### src/t2c_pkg.sv
// Package with the register map, field layouts and state types of the timer 2 control block.
package t2c_pkg;

  // ----------------------------------------------------------------
  // Bus widths
  // ----------------------------------------------------------------
  localparam int ADDR_W = 12;
  localparam int DATA_W = 16;

  // ----------------------------------------------------------------
  // Register offsets
  // ----------------------------------------------------------------
  localparam logic [11:0] OFF_CONTROL = 12'h418;
  localparam logic [11:0] OFF_COUNT = 12'h41C;
  localparam logic [11:0] OFF_RELOAD = 12'h420;
  localparam logic [11:0] OFF_IRQ_STATUS = 12'h424;
  localparam logic [11:0] OFF_IRQ_MASK = 12'h428;

  // ----------------------------------------------------------------
  // Reset values and counting constants
  // ----------------------------------------------------------------
  localparam logic [7:0] CONTROL_RST = 8'h00;
  localparam logic [15:0] COUNT_RST = 16'h0000;
  localparam logic [15:0] RELOAD_RST = 16'h0000;
  localparam logic [1:0] IRQ_RST = 2'h0;
  localparam logic [15:0] COUNT_MAX = 16'hFFFF;
  localparam logic [15:0] COUNT_WRAP = 16'h0000;
  localparam logic [7:0] PRESCALE_DIV = 8'h04;

  // ----------------------------------------------------------------
  // Field layouts
  // ----------------------------------------------------------------
  // Control register, bit 7 down to bit 0.
  typedef struct packed {
    logic timer2_overflow_flag;
    logic external_trigger_flag;
    logic uart0_rx_clock_select;
    logic uart0_tx_clock_select;
    logic external_trigger_enable;
    logic timer2_run;
    logic counter_timer_select;
    logic capture_reload_select;
  } t2c_ctrl_t;

  // Interrupt status and mask, bit 1 down to bit 0.
  typedef struct packed {
    logic ext;
    logic ovf;
  } t2c_irq_t;

  // ----------------------------------------------------------------
  // Module state
  // ----------------------------------------------------------------
  typedef struct packed {
    t2c_ctrl_t ctrl;
    logic [15:0] count;
    logic [15:0] reload;
    t2c_irq_t status;
    t2c_irq_t mask;
    logic trig_prev;
    logic event_prev;
    logic [15:0] rdata;
    logic rx_tick;
    logic tx_tick;
    logic irq;
  } t2c_state_t;

  typedef struct packed {
    logic [7:0] cnt;
    logic tick;
  } t2c_pre_state_t;

endpackage

### src/t2c_prescaler.sv
// Divider that makes the one-cycle internal timing enable for timer 2.
`timescale 1ns/1ns
module t2c_prescaler #(
  parameter logic [7:0] DIV = t2c_pkg::PRESCALE_DIV
) (
  input wire logic ref_clk,
  input wire logic reset_n,
  output logic tick
);

  t2c_pkg::t2c_pre_state_t r;
  t2c_pkg::t2c_pre_state_t s;

  // ----------------------------------------------------------------
  // Divider
  // ----------------------------------------------------------------
  // The divider runs free so that starting the timer never waits on a phase reset.
  always_comb begin
    s = r;
    if (r.cnt == DIV - 8'h01) begin
      s.cnt = 8'h00;
      s.tick = 1'b1;
    end else begin
      s.cnt = r.cnt + 8'h01;
      s.tick = 1'b0;
    end
  end

  always_ff @(posedge ref_clk or negedge reset_n) begin
    if (!reset_n) begin
      r <= '0;
    end else begin
      r <= s;
    end
  end

  assign tick = r.tick;

endmodule

### src/t2c_timer2_control.sv
// Timer 2 control register, 16-bit counter, capture and reload, baud clock selection and interrupt.
//
// Operation
// Overflow flag never set during baud or clock-out use; only software clears it.
// Enabled falling trigger edge causing capture or reload sets the external flag.
// External flag raises the timer interrupt when enabled; only software clears it.
// UART0 receive and transmit select timer 2 overflow rate as their baud clock.
// Trigger pin edges cause capture or reload only while trigger enable is set.
// Capture select with trigger enable copies the count on each falling trigger edge.
// Reload select with trigger enable reloads on overflow and on falling trigger edges.
// Run bit starts or holds the count; select picks internal clock or pin events.
//
// Decided for this implementation: strobed register access.
`timescale 1ns/1ns
module t2c_timer2_control #(
  parameter logic [7:0] PRESCALE = t2c_pkg::PRESCALE_DIV
) (
  input wire logic ref_clk,
  input wire logic reset_n,
  input wire logic [11:0] addr,
  input wire logic [15:0] wdata,
  input wire logic wr,
  input wire logic rd,
  output logic [15:0] rdata,
  input wire logic external_trigger_pin,
  input wire logic count_pin,
  input wire logic t1_overflow_tick,
  input wire logic uart1_rx_clock_select,
  input wire logic uart1_tx_clock_select,
  input wire logic clock_out_enable,
  output logic uart0_rx_baud_tick,
  output logic uart0_tx_baud_tick,
  output logic irq
);

  t2c_pkg::t2c_state_t r;
  t2c_pkg::t2c_state_t s;

  logic pre_tick;
  logic wr_ctrl;
  logic wr_count;
  logic wr_reload;
  logic wr_status;
  logic wr_mask;
  logic baud;
  logic ovf_block;
  logic trig_fall;
  logic event_fall;
  logic tick;
  logic ovf;
  logic ext_hit;
  logic rx_src;
  logic tx_src;

  // ----------------------------------------------------------------
  // Internal timing enable
  // ----------------------------------------------------------------
  t2c_prescaler #(
    .DIV(PRESCALE)
  ) u_prescaler (
    .ref_clk(ref_clk),
    .reset_n(reset_n),
    .tick(pre_tick)
  );

  // ----------------------------------------------------------------
  // Decode and events
  // ----------------------------------------------------------------
  assign wr_ctrl = wr && (addr == t2c_pkg::OFF_CONTROL);
  assign wr_count = wr && (addr == t2c_pkg::OFF_COUNT);
  assign wr_reload = wr && (addr == t2c_pkg::OFF_RELOAD);
  assign wr_status = wr && (addr == t2c_pkg::OFF_IRQ_STATUS);
  assign wr_mask = wr && (addr == t2c_pkg::OFF_IRQ_MASK);

  // Any baud use of timer 2, on either UART, turns the counter into a pure rate source.
  assign baud = r.ctrl.uart0_rx_clock_select | r.ctrl.uart0_tx_clock_select
              | uart1_rx_clock_select | uart1_tx_clock_select;
  assign ovf_block = baud | clock_out_enable;

  // Pins are synchronous, so the edge detectors look at them directly.
  assign trig_fall = r.trig_prev & ~external_trigger_pin;
  assign event_fall = r.event_prev & ~count_pin;

  assign tick = r.ctrl.timer2_run && (r.ctrl.counter_timer_select ? event_fall : pre_tick);
  assign ovf = tick && (r.count == t2c_pkg::COUNT_MAX);
  // The trigger pin does nothing while timer 2 only makes a baud rate.
  assign ext_hit = trig_fall && r.ctrl.external_trigger_enable && !baud;

  assign rx_src = r.ctrl.uart0_rx_clock_select ? ovf : t1_overflow_tick;
  assign tx_src = r.ctrl.uart0_tx_clock_select ? ovf : t1_overflow_tick;

  // ----------------------------------------------------------------
  // Next state
  // ----------------------------------------------------------------
  always_comb begin
    s = r;
    s.rdata = 16'h0000;
    s.trig_prev = external_trigger_pin;
    s.event_prev = count_pin;
    s.rx_tick = rx_src;
    s.tx_tick = tx_src;

    // Software writes come first so that hardware events below win over them.
    if (wr_ctrl) begin
      s.ctrl = t2c_pkg::t2c_ctrl_t'(wdata[7:0]);
    end
    if (wr_count) begin
      s.count = wdata;
    end
    if (wr_reload) begin
      s.reload = wdata;
    end
    if (wr_status) begin
      s.status = t2c_pkg::t2c_irq_t'(r.status & ~wdata[1:0]);
    end
    if (wr_mask) begin
      s.mask = t2c_pkg::t2c_irq_t'(wdata[1:0]);
    end

    // Counting. Capture use wraps to zero; reload and baud use reload on overflow.
    if (tick) begin
      if (ovf) begin
        if (r.ctrl.capture_reload_select && !baud) begin
          s.count = t2c_pkg::COUNT_WRAP;
        end else begin
          s.count = r.reload;
        end
      end else begin
        s.count = r.count + 16'h0001;
      end
    end

    // Overflow flag. Only a write of zero clears it.
    if (ovf && !ovf_block) begin
      s.ctrl.timer2_overflow_flag = 1'b1;
      s.status.ovf = 1'b1;
    end

    // Trigger edge. A reload here overrides a same-cycle count step.
    if (ext_hit) begin
      if (r.ctrl.capture_reload_select) begin
        s.reload = r.count;
      end else begin
        s.count = r.reload;
      end
      s.ctrl.external_trigger_flag = 1'b1;
      s.status.ext = 1'b1;
    end

    // Reads answer in the next cycle; unmapped addresses read zero.
    if (rd) begin
      if (addr == t2c_pkg::OFF_CONTROL) begin
        s.rdata = {8'h00, r.ctrl};
      end else if (addr == t2c_pkg::OFF_COUNT) begin
        s.rdata = r.count;
      end else if (addr == t2c_pkg::OFF_RELOAD) begin
        s.rdata = r.reload;
      end else if (addr == t2c_pkg::OFF_IRQ_STATUS) begin
        s.rdata = {14'h0000, r.status};
      end else if (addr == t2c_pkg::OFF_IRQ_MASK) begin
        s.rdata = {14'h0000, r.mask};
      end else begin
        s.rdata = 16'h0000;
      end
    end

    s.irq = |(s.status & s.mask);
  end

  // ----------------------------------------------------------------
  // State register
  // ----------------------------------------------------------------
  // The pin history resets high, so a pin that is low at release is taken as a falling edge.
  always_ff @(posedge ref_clk or negedge reset_n) begin
    if (!reset_n) begin
      r.ctrl <= t2c_pkg::t2c_ctrl_t'(t2c_pkg::CONTROL_RST);
      r.count <= t2c_pkg::COUNT_RST;
      r.reload <= t2c_pkg::RELOAD_RST;
      r.status <= t2c_pkg::t2c_irq_t'(t2c_pkg::IRQ_RST);
      r.mask <= t2c_pkg::t2c_irq_t'(t2c_pkg::IRQ_RST);
      r.trig_prev <= 1'b1;
      r.event_prev <= 1'b1;
      r.rdata <= 16'h0000;
      r.rx_tick <= 1'b0;
      r.tx_tick <= 1'b0;
      r.irq <= 1'b0;
    end else begin
      r <= s;
    end
  end

  assign rdata = r.rdata;
  assign uart0_rx_baud_tick = r.rx_tick;
  assign uart0_tx_baud_tick = r.tx_tick;
  assign irq = r.irq;

  // ----------------------------------------------------------------
  // Assertions
  // ----------------------------------------------------------------
  property p_r1_ovf_blocked;
    @(posedge ref_clk) disable iff (!reset_n)
    $rose(r.ctrl.timer2_overflow_flag) && !$past(wr_ctrl) |-> !$past(ovf_block);
  endproperty
  a_r1_ovf_blocked: assert property (p_r1_ovf_blocked)
    else $error("Overflow flag set during baud or clock-out use.");

  property p_r1_ovf_hold;
    @(posedge ref_clk) disable iff (!reset_n)
    r.ctrl.timer2_overflow_flag && !wr_ctrl |=> r.ctrl.timer2_overflow_flag;
  endproperty
  a_r1_ovf_hold: assert property (p_r1_ovf_hold)
    else $error("Overflow flag cleared by hardware.");

  property p_r1_ovf_set;
    @(posedge ref_clk) disable iff (!reset_n)
    ovf && !ovf_block |=> r.ctrl.timer2_overflow_flag && r.status.ovf;
  endproperty
  a_r1_ovf_set: assert property (p_r1_ovf_set)
    else $error("Overflow did not set its flag.");

  property p_r2_ext_set;
    @(posedge ref_clk) disable iff (!reset_n)
    ext_hit |=> r.ctrl.external_trigger_flag && r.status.ext;
  endproperty
  a_r2_ext_set: assert property (p_r2_ext_set)
    else $error("Trigger edge did not set the external flag.");

  property p_r3_ext_hold;
    @(posedge ref_clk) disable iff (!reset_n)
    r.ctrl.external_trigger_flag && !wr_ctrl |=> r.ctrl.external_trigger_flag;
  endproperty
  a_r3_ext_hold: assert property (p_r3_ext_hold)
    else $error("External flag cleared by hardware.");

  property p_r3_irq;
    @(posedge ref_clk) disable iff (!reset_n)
    ext_hit && r.mask.ext && !wr_mask |=> irq ##1 (irq || $past(wr_status) || $past(wr_mask));
  endproperty
  a_r3_irq: assert property (p_r3_irq)
    else $error("Enabled external event did not raise the interrupt.");

  property p_r4_baud;
    @(posedge ref_clk) disable iff (!reset_n)
    r.ctrl.uart0_rx_clock_select && r.ctrl.uart0_tx_clock_select && ovf
      |=> uart0_rx_baud_tick && uart0_tx_baud_tick;
  endproperty
  a_r4_baud: assert property (p_r4_baud)
    else $error("Timer 2 overflow missing on the UART0 baud ticks.");

  property p_r4_t1;
    @(posedge ref_clk) disable iff (!reset_n)
    !r.ctrl.uart0_rx_clock_select |=> uart0_rx_baud_tick == $past(t1_overflow_tick);
  endproperty
  a_r4_t1: assert property (p_r4_t1)
    else $error("UART0 receive tick not taken from timer 1.");

  property p_r5_ignore;
    @(posedge ref_clk) disable iff (!reset_n)
    trig_fall && !r.ctrl.external_trigger_enable && !wr_ctrl && !wr_reload
      |=> !$rose(r.ctrl.external_trigger_flag) && $stable(r.reload);
  endproperty
  a_r5_ignore: assert property (p_r5_ignore)
    else $error("Trigger edge acted while the trigger enable was clear.");

  property p_r6_capture;
    @(posedge ref_clk) disable iff (!reset_n)
    ext_hit && r.ctrl.capture_reload_select |=> r.reload == $past(r.count);
  endproperty
  a_r6_capture: assert property (p_r6_capture)
    else $error("Count not captured on the trigger edge.");

  property p_r7_ext_reload;
    @(posedge ref_clk) disable iff (!reset_n)
    ext_hit && !r.ctrl.capture_reload_select |=> r.count == $past(r.reload);
  endproperty
  a_r7_ext_reload: assert property (p_r7_ext_reload)
    else $error("Counter not reloaded on the trigger edge.");

  property p_r7_ovf_reload;
    @(posedge ref_clk) disable iff (!reset_n)
    ovf && !r.ctrl.capture_reload_select && !ext_hit |=> r.count == $past(r.reload);
  endproperty
  a_r7_ovf_reload: assert property (p_r7_ovf_reload)
    else $error("Counter not reloaded on overflow.");

  property p_r8_stop;
    @(posedge ref_clk) disable iff (!reset_n)
    !r.ctrl.timer2_run && !wr_count && !ext_hit |=> $stable(r.count);
  endproperty
  a_r8_stop: assert property (p_r8_stop)
    else $error("Count moved while the timer was stopped.");

  property p_r8_event;
    @(posedge ref_clk) disable iff (!reset_n)
    r.ctrl.timer2_run && r.ctrl.counter_timer_select && event_fall && !ovf && !wr_count && !ext_hit
      |=> r.count == $past(r.count) + 16'h0001;
  endproperty
  a_r8_event: assert property (p_r8_event)
    else $error("Event edge did not advance the count.");

  property p_r2_ext_cause;
    @(posedge ref_clk) disable iff (!reset_n)
    $rose(r.ctrl.external_trigger_flag) && !$past(wr_ctrl)
      |-> $past(trig_fall) && $past(r.ctrl.external_trigger_enable);
  endproperty
  a_r2_ext_cause: assert property (p_r2_ext_cause)
    else $error("External flag set without an enabled trigger edge.");

  property p_r1_status_blocked;
    @(posedge ref_clk) disable iff (!reset_n)
    ovf_block |=> !$rose(r.status.ovf);
  endproperty
  a_r1_status_blocked: assert property (p_r1_status_blocked)
    else $error("Overflow status set during baud or clock-out use.");

  property p_r4_tx_t1;
    @(posedge ref_clk) disable iff (!reset_n)
    !r.ctrl.uart0_tx_clock_select |=> uart0_tx_baud_tick == $past(t1_overflow_tick);
  endproperty
  a_r4_tx_t1: assert property (p_r4_tx_t1)
    else $error("UART0 transmit tick not taken from timer 1.");

  property p_r4_rx_ovf;
    @(posedge ref_clk) disable iff (!reset_n)
    r.ctrl.uart0_rx_clock_select |=> uart0_rx_baud_tick == $past(ovf);
  endproperty
  a_r4_rx_ovf: assert property (p_r4_rx_ovf)
    else $error("UART0 receive tick does not follow the timer 2 overflow.");

  property p_r7_capture_wrap;
    @(posedge ref_clk) disable iff (!reset_n)
    ovf && r.ctrl.capture_reload_select && !baud && !ext_hit |=> r.count == t2c_pkg::COUNT_WRAP;
  endproperty
  a_r7_capture_wrap: assert property (p_r7_capture_wrap)
    else $error("Capture mode overflow reloaded instead of wrapping.");

  property p_r8_timer;
    @(posedge ref_clk) disable iff (!reset_n)
    r.ctrl.timer2_run && !r.ctrl.counter_timer_select && pre_tick && !ovf && !wr_count && !ext_hit
      |=> r.count == $past(r.count) + 16'h0001;
  endproperty
  a_r8_timer: assert property (p_r8_timer)
    else $error("Internal timing enable did not advance the count.");

  property p_r8_event_idle;
    @(posedge ref_clk) disable iff (!reset_n)
    r.ctrl.timer2_run && r.ctrl.counter_timer_select && !event_fall && !wr_count && !ext_hit
      |=> $stable(r.count);
  endproperty
  a_r8_event_idle: assert property (p_r8_event_idle)
    else $error("Count moved in event mode without an event edge.");

endmodule

### config.mk
export PLATFORM = sky130hd
export DESIGN_NAME = t2c_timer2_control
export DESIGN_NICKNAME = d
export VERILOG_FILES = /design/src/t2c_pkg.sv /design/src/t2c_prescaler.sv /design/src/t2c_timer2_control.sv
export SDC_FILE = /design/constraint.sdc
export NUM_CORES = 1
export LEC_CHECK = 0
export ABC_AREA = 1
export BUFFER_PORTS_ARGS = -buffer_cell sky130_fd_sc_hd__buf_2
export CORE_UTILIZATION = 53
export DETAILED_ROUTE_END_ITERATION = 8
export GPL_TIMING_DRIVEN = 0
export PLACE_DENSITY = 0.77
export SLEW_MARGIN = 10
export SYNTH_ARGS = -nofsm -noshare
export SYNTH_HDL_FRONTEND = slang
export SYNTH_SLANG_ARGS = --single-unit
### constraint.sdc
create_clock -name ref_clk -period 1.6 [get_ports ref_clk]
set_input_delay 0.16 -clock ref_clk [delete_from_list [all_inputs] [get_ports ref_clk]]
set_output_delay 0.16 -clock ref_clk [all_outputs]
set_load 0.01 [all_outputs]
* After elaboration in Yosys (flattened, before gate mapping)
Cells that the tools add are included.
Storage, ports and cells: memory bits (read-only) 0, input bits 38, RAM bits 0, logic and storage cells 82, output and inout bits 19, memories 0, bits in registers 74, bits in latches 0
Cells by class: $add $sub $neg 2, shift operators 0, $lt $le $gt $ge 0, bitwise gates (word level) 11, equality and inequality tests 7, divide/modulo/power cells 0, mux-type cells 24, reductions and logical operators 16, multiply operators 0
Operators with widths (count):
- $mux W16 | 11
- $eq A12 B11 Y1 const B | 5
- $mux W33 | 1
- $add A16 B1 Y16 const B | 1
- $eq A16 B16 Y1 const B | 1
- $logic_and A1 B1 Y1 | 11
- $mux W9 | 1
- $add A8 B1 Y8 const B | 1
- $eq A8 B2 Y1 const B | 1
- $mux W2 | 4
- $mux W8 | 1
- $mux W1 | 6
- $and A2 B2 Y2 | 2
- $or A1 B1 Y1 | 4
- $reduce_bool A2 Y1 | 2
- $and A1 B1 Y1 | 2
- $logic_not A1 Y1 | 2
- $not A1 Y1 | 2
- $not A2 Y2 | 1
- $reduce_or A2 Y1 | 1

* Depth between registers and ports, before layout
Gate-level depths: netlist of run 1.
depth in word-level cells 12, gate-level depth with buffers 13, mapped depth without buffers 12

* Hierarchy
From an unflattened synthesis of run 1, not the netlist that was laid out.
Unflattened totals: cells, all modules 657, area, all modules 4611.9 um2
By module, submodules not included:
- t2c_timer2_control | instances 1, sequential area each 1629.1 um2, area each 4197.8 um2, cells each 606
- t2c_prescaler | instances 1, sequential area each 225.2 um2, area each 414.1 um2, cells each 51

* Worst setup path after synthesis of run 1
No wires, ideal clock.
kind reg-to-reg, start point reg r[20] in the netlist's numbering, end point reg r[50] in the netlist's numbering, arrival 1410 ps, path slack 77 ps, cell stages (with the launch flop) 8, data required time 1487 ps, path buffers 1, library setup time 113 ps, period minus slack after synthesis 1523 ps, cell sequence dfstp_2 -> nand3b_1 -> nor2_1 -> nand2_1 -> clkbuf_1 -> or2_0 -> nand2_1 -> inv_1
RTL lines:
- start, declared | RTL line t2c_timer2_control.sv:36 | t2c_pkg::t2c_state_t r;
- start signal, assigned | RTL line t2c_timer2_control.sv:188 | r <= s;

==> impl_metrics.ini, run 1 <==
[floorplan]
core-area_sq_mm = 0.00826
die_y_microns = 94.6
fp-row-count = 33
die_width_microns = 94.6
start_util_pct = 55.0
dieArea_sq_mm = 0.00894
io_pins = 57

[final_layout]
regArea_sq_mm = 0.00187
layout_commonest_cell = nand2_1
fin_util_pct = 66.6
layout.cells.non_filler = 834
multi_input_area_sq_mm = 0.00228
fill_cells = 747
layout_common_cells = nand2_1 (187), nor2_1 (63), buf_2 (62), dfrtp_1 (62), inv_1 (61)
syn2layout_area_growth_pct = 21.2
fin_nets = 764
antennaDiodeCount = 0
drive_gt1_share_pct = 25.8
finalInstanceArea_sq_mm = 0.00550

[outcome]
violations = negative setup slack
status = complete, but fails checks

[logic_synthesis]
synth.area.top_cells = dfrtp_1 (40%), nand2_1 (16%), nor2_1 (5.5%), inv_1 (5.2%), o21ai_0 (4.7%)
avgSynthCellArea_sq_um = 7.19
synth_flop_cell = dfrtp_1
synth_seq_area_share_pct = 40.8
synth_seq_cells = 74
yosysTopAreaCell = dfrtp_1
syn_inst = 632
synth-edff-count = 0
synth.distinct_cells = 39
syn_nets = 672
synth_top_cell_area_share_pct = 39.7
async_flop_share_pct = 100
yosysWarnings = 0
synthesis.area_sq_mm = 0.00454

[worst_setup_path]
reg2reg_slack_ns = -0.03
startpoint_type = register
worstPathMaxFanout = 9
worstPathRequired_ns = 1.90
critPathArrivalTime_ns = 1.93
setup.worst_path.end_class = register
worst-setup-path-type = reg -> reg

[pwr]
powerDensity_mw_per_mm2 = 643
switching_power_mw = 0.924
seqPwrFrac_pct = 53.6
p_sw_share_pct = 26.1
p_comb_share_pct = 6.4
p_total_mw = 3.54
p_clk_share_pct = 40.1
internal-power_mw = 2.61
cellLeakagePower_nw = 2.83
ir_worst_vdd_uv = 426

[timing]
finalCritPeriodShare_pct = 102
holdWs_ns = 0.0237
slew_violations = 0
fin_skew_ns = 0.00770
period_minus_slack_ns = 1.63
relSlewSlack_pct = 59.3
timing.final.ws_setup_ns = -0.0299
max_clock_freq_mhz = 614
rsz0062_at_grt = true
tightestPinTransition_ns = 0.605
finalSetupTns_ns = -0.210
finalHoldViolations = 0
finalSetupViolations = 10

[drt]
vias_per_cell = 5.55
vias = 4630
initialDrtViolationCount = 318
drc = 0
ant_nets = 0
wl_per_cell_microns = 16.0
firstDrtPassIters = 5
drt_wl_total_microns = 13400

[place]
hpwl_microns = 9270
placed_cells = 794
gp_congestion = 0.975
placed_area_sq_mm = 0.00498
dp_slack_ns = -0.413
port-buffer-count = 56

[clocking]
clock_path_buffers = 2
clockRootBuffer = clkbuf_8
cts_tree = done
clkLatencyLatePin_ns = 0.36
htree_levels = 3
cts_buffers = 9
clk_pin_slew_ns = 0.08
cts_sinks = 74

[grt]
grt_pass1_wl_microns = 21200
grt_pass1_vias = 4343
grt_max_degree = 43
grt_overflow = 0
track_usage_pct = 31.8
antenna_found_initial = 0

[job]
cap_violations = 0

[worst_hold_path]
hp-class = in -> reg
==> sequential cells by signal (all words and copies together), names as in the netlist <==
name and flops:
r 46, rdata 16, u_prescaler.r 8, irq 1, u_prescaler.tick 1, uart0_rx_baud_tick 1
uart0_tx_baud_tick 1
==> logic make-up after synthesis <==
family                   after synthesis  share of synthesized area [%]
XOR/XNOR                               7                           1.35
AO/OA/AOI/OAI                        117                           13.8
AND/OR/NAND/NOR                      331                           32.9
adder cells (fa/ha/maj)                2                          0.551
flip-flops                            74                           40.8
buffers and inverters                101                           10.6
==> cells in the mapped netlist (6+ instances only) <==
master and instances:
a21oi_1 30, a31oi_1 6, buf_2 8, buf_4 18
dfrtp_1 72, inv_1 63, nand2_1 191, nand3_1 28
nand4_1 9, nor2_1 67, nor2_2 6, nor2_4 8
o21ai_0 43, o21ai_1 29
==> worst paths after layout <==
path                                      end              from  cells after the start
setup / recovery                        r[46]             r[42]                     10
max in group asynchronous               r[49]           reset_n                      3
setup reg to reg                        r[46]             r[42]                     10
min in group asynchronous            rdata[1]           reset_n                      2
hold reg to reg              u_prescaler.r[1]  u_prescaler.r[1]                      1
hold / removal             uart0_rx_baud_tick  t1_overflow_tick                      3
==> power by group through the flow <==
| stage | combinational, mW | sequential [mW] | clock, mW |
|---|---|---|---|
| floorplan | 0.0839 | 1.93 | 0 |
| global placement | 0.199 | 1.93 | 0 |
| detailed placement | 0.212 | 1.93 | 0 |
| CTS | 0.225 | 1.89 | 1.42 |
| global route | 0.253 | 1.90 | 1.51 |
| finish | 0.225 | 1.90 | 1.42 |
==> area by class of cell <==
type | instances | share of cell area (%)
Clock inverter | 5 | 0.682
Timing Repair Buffer | 81 | 9.57
Clock buffer | 11 | 2.75
Tap cell | 105 | 2.39
Multi-Input combinational cell | 457 | 41.5
Sequential cell | 74 | 33.9
Inverter | 68 | 4.71
Buffer | 33 | 4.52
==> worst max-delay path, stage by stage, from the launching register on <==
cell	delay [ns]
dfrtp_1	0.37
ha_2	0.19
nand2_2	0.08
nor2_4	0.13
nand2_4	0.09
nor2_8	0.16
nand2_4	0.10
a21oi_4	0.17
buf_12	0.14
nand2_1	0.06
nand2_1	0.06
==> routing by layer <==
layer	vias to the layer above	wire, microns	global-route usage (%)
met4	0	425	15.4
met5	-	0	0
met3	45	1230	7.33
met1	2129	5730	42.7
li1	2192	-	-
met2	264	5980	48.4
==> timing repair <==
action / 4_1_cts / 5_1_grt
hold endpoints to repair: 32 / 0
hold buffers: 3 / 0
gates resized for setup: 20 / 29
endpoints found under the setup margin: 35 / 43
pin swaps: 10 / 5
buffers inserted: 18 / 3
(Power assumes the default switching activity.)
==> inputs of run 2 (changes only) <==
--- a/config.mk
+++ b/config.mk
@@ -7,10 +7,12 @@
 export LEC_CHECK = 0
 export ABC_AREA = 1
 export BUFFER_PORTS_ARGS = -buffer_cell sky130_fd_sc_hd__buf_2
-export CORE_UTILIZATION = 53
+export CELL_PAD_IN_SITES_DETAIL_PLACEMENT = 1
+export CELL_PAD_IN_SITES_GLOBAL_PLACEMENT = 2
+export CORE_UTILIZATION = 30
 export DETAILED_ROUTE_END_ITERATION = 8
 export GPL_TIMING_DRIVEN = 0
-export PLACE_DENSITY = 0.77
+export PLACE_DENSITY_LB_ADDON = 0.1
 export SLEW_MARGIN = 10
 export SYNTH_ARGS = -nofsm -noshare
 export SYNTH_HDL_FRONTEND = slang
==> run 2 against run 1 <==
  * The run ends with design-rule violations, negative setup slack left
  * Routed wire length up 24%
  * Non-clock buffer count grew 9
  * First-iteration DRC count fell by 30%
  * Clock skew decreased by 0.0017 ns
  * Sequential share of layout area decreased by 2.8 points
  * Maximum frequency down 7.2%
  * Global-route usage decreased by 9.4 points
  * Sequential power hardly changed
  * Clock-buffer cell count shrank 1
==> impl_metrics.ini, run 2 (same netlist as run 1, synthesis figures left out) <==
[clocking]
cts_tree = done
cts_sinks = 74
clk_pin_slew_ns = 0.06
clkLatencyLatePin_ns = 0.35
clockRootBuffer = clkbuf_16
clock_path_buffers = 2
cts_buffers = 9
htree_levels = 3

[timing]
finalHoldViolations = 0
slew_violations = 0
timing.final.ws_setup_ns = -0.157
finalSetupViolations = 25
tightestPinTransition_ns = 0.655
fin_skew_ns = 0.00600
period_minus_slack_ns = 1.76
finalCritPeriodShare_pct = 110
relSlewSlack_pct = 56.3
max_clock_freq_mhz = 569
rsz0062_at_grt = true

[worst_hold_path]
min_path_cells = 3
worst_hold_path.endpoint = uart0_rx_baud_tick
hp-start = t1_overflow_tick
hp-class = in -> reg

[pwr]
p_total_mw = 4.59
cellLeakagePower_nw = 3.01
powerDensity_mw_per_mm2 = 766
ir_worst_vdd_uv = 440

[worst_setup_path]
cpMostUsedCell = buf_6
worstPathRequired_ns = 1.83
worstPathMaxFanout = 6
reg2reg_slack_ns = -0.16
startpoint_type = register
cp_cell_sequence = nand3b_1 > buf_6 > nor2_4 > clkinvlp_4 > buf_6 > nor2_1 > a31oi_1
timing.rr.end = r[27]
rr_startpoint = r[20]
crit_path_top_delay_cell = dfstp_2
critPathArrivalTime_ns = 1.99
setup.worst_path.end_class = register
critPathTopFamily = buffers and inverters
crit_buf_inv = 3
cpPeakStageDelay_ns = 0.52
worst-setup-path-type = reg -> reg
rr_worst_depth = 7

[place]
hpwl_microns = 11900
port-buffer-count = 56
gp_congestion = 0.790
placed_area_sq_mm = 0.00508

[drt]
firstDrtPassIters = 7
vias_per_cell = 4.93
ant_nets = 0
vias = 4543
initialDrtViolationCount = 224
drc = 10
wl_per_cell_microns = 18.0
drt_wl_total_microns = 16600

[final_layout]
reg_top3 = r: 46 flops, rdata: 16 flops, u_prescaler.r: 8 flops
regMostFlops = r
multi_input_area_sq_mm = 0.00236
antennaDiodeCount = 0
drive_gt1_share_pct = 27.8
finalInstanceArea_sq_mm = 0.00598
layout_commonest_cell = nand2_1
fill_cells = 1846
layout_common_cells = nand2_1 (183), dfrtp_1 (67), inv_1 (61), buf_2 (61), nor2_1 (61)
largest_reg_flops = 46
syn2layout_area_growth_pct = 31.8
regArea_sq_mm = 0.00186
fin_nets = 773

[floorplan]
fp-row-count = 44
start_util_pct = 31.0
die_y_microns = 125
core-area_sq_mm = 0.0146
die_width_microns = 125
dieArea_sq_mm = 0.0156
io_pins = 57

[grt]
grt_max_degree = 52
track_usage_pct = 22.4
grt_overflow = 0
antenna_found_initial = 0
grt_pass1_wl_microns = 26700
grt_pass1_vias = 4825

[outcome]
status = complete, but fails checks
violations = design-rule violations, negative setup slack

[job]
cap_violations = 0
run 2: cell types whose count changed in the layout (fill, tap and decap cells not counted), moves of 4 or more:
| cell | previous run | this run |
|---|---|---|
| clkbuf_16 | 0 | 11 |
| o21ai_0 | 39 | 34 |
| dfrtp_2 | 10 | 5 |
| dfrtp_1 | 62 | 67 |
| nand2_1 | 187 | 183 |
| o21ai_1 | 33 | 37 |
| clkbuf_8 | 12 | 2 |
| buf_6 | 8 | 12 |
run 2: tightest hold or removal path, cell delays in order:
cell     delay (ns)
buf_2          0.09
nand2_1        0.05
o21ai_1        0.06
run 2: timing repair:
action | in CTS | in global routing
setup buffers | 27 | 2
setup endpoints to repair | 45 | 43
resized for setup | 35 | 40
gates cloned | 1 | 1
hold buffers | 3 | 0
pin swaps | 17 | 16
hold endpoints to repair | 25 | 0
run 2: routing by layer:
metal	part of all wire, %	up-vias	global-route usage, %
li1	-	2214	-
met1	47	2200	30.1
met2	46	99	36.2
met3	4.8	30	4.45
met4	2.1	0	7.10
met5	0	-	0
run 2: worst max path at each step:
stage	endpoint	cells past startpoint	start
2_1_floorplan	r[50]	7	r[20]
3_3_place_gp	r[30]	7	r[61]
3_5_place_dp	r[30]	7	r[61]
4_1_cts	r[43]	10	r[41]
5_1_grt	r[27]	7	r[20]
6_report	r[27]	7	r[20]
run 2: power by group:
part | switching (mW) | internal, mW | leakage [nW]
sequential | 0.0128 | 1.89 | 0.984
clock | 0.876 | 1.57 | 0.173
combinational | 0.160 | 0.0799 | 1.86
run 2: cell type report:
cell class	instances	area share, %
flip-flops and latches	74	31.1
plain buffers	32	4.31
inverters	68	4.33
well taps	184	3.85
multi-input cells	457	39.4
clock inverters	6	1.88
repair buffers	91	11.2
clock buffers	10	3.99
run 2: through the flow:
step | TNS, ns | cells | setup WS (ns) | util (%) | hold WS [ns]
floorplan | 0 | 632 | 0.0770 | - | -0.136
global placement | -35.42 | 872 | -0.611 | 34.5 | 0.275
detailed placement | -19.94 | 873 | -0.630 | 34.7 | 0.109
CTS | -0.773 | 919 | -0.0849 | 39.8 | 0.0421
global route | -4.13 | 922 | -0.197 | 40.9 | 0.0609
finish | -2.00 | 922 | -0.157 | 40.9 | 0.0498
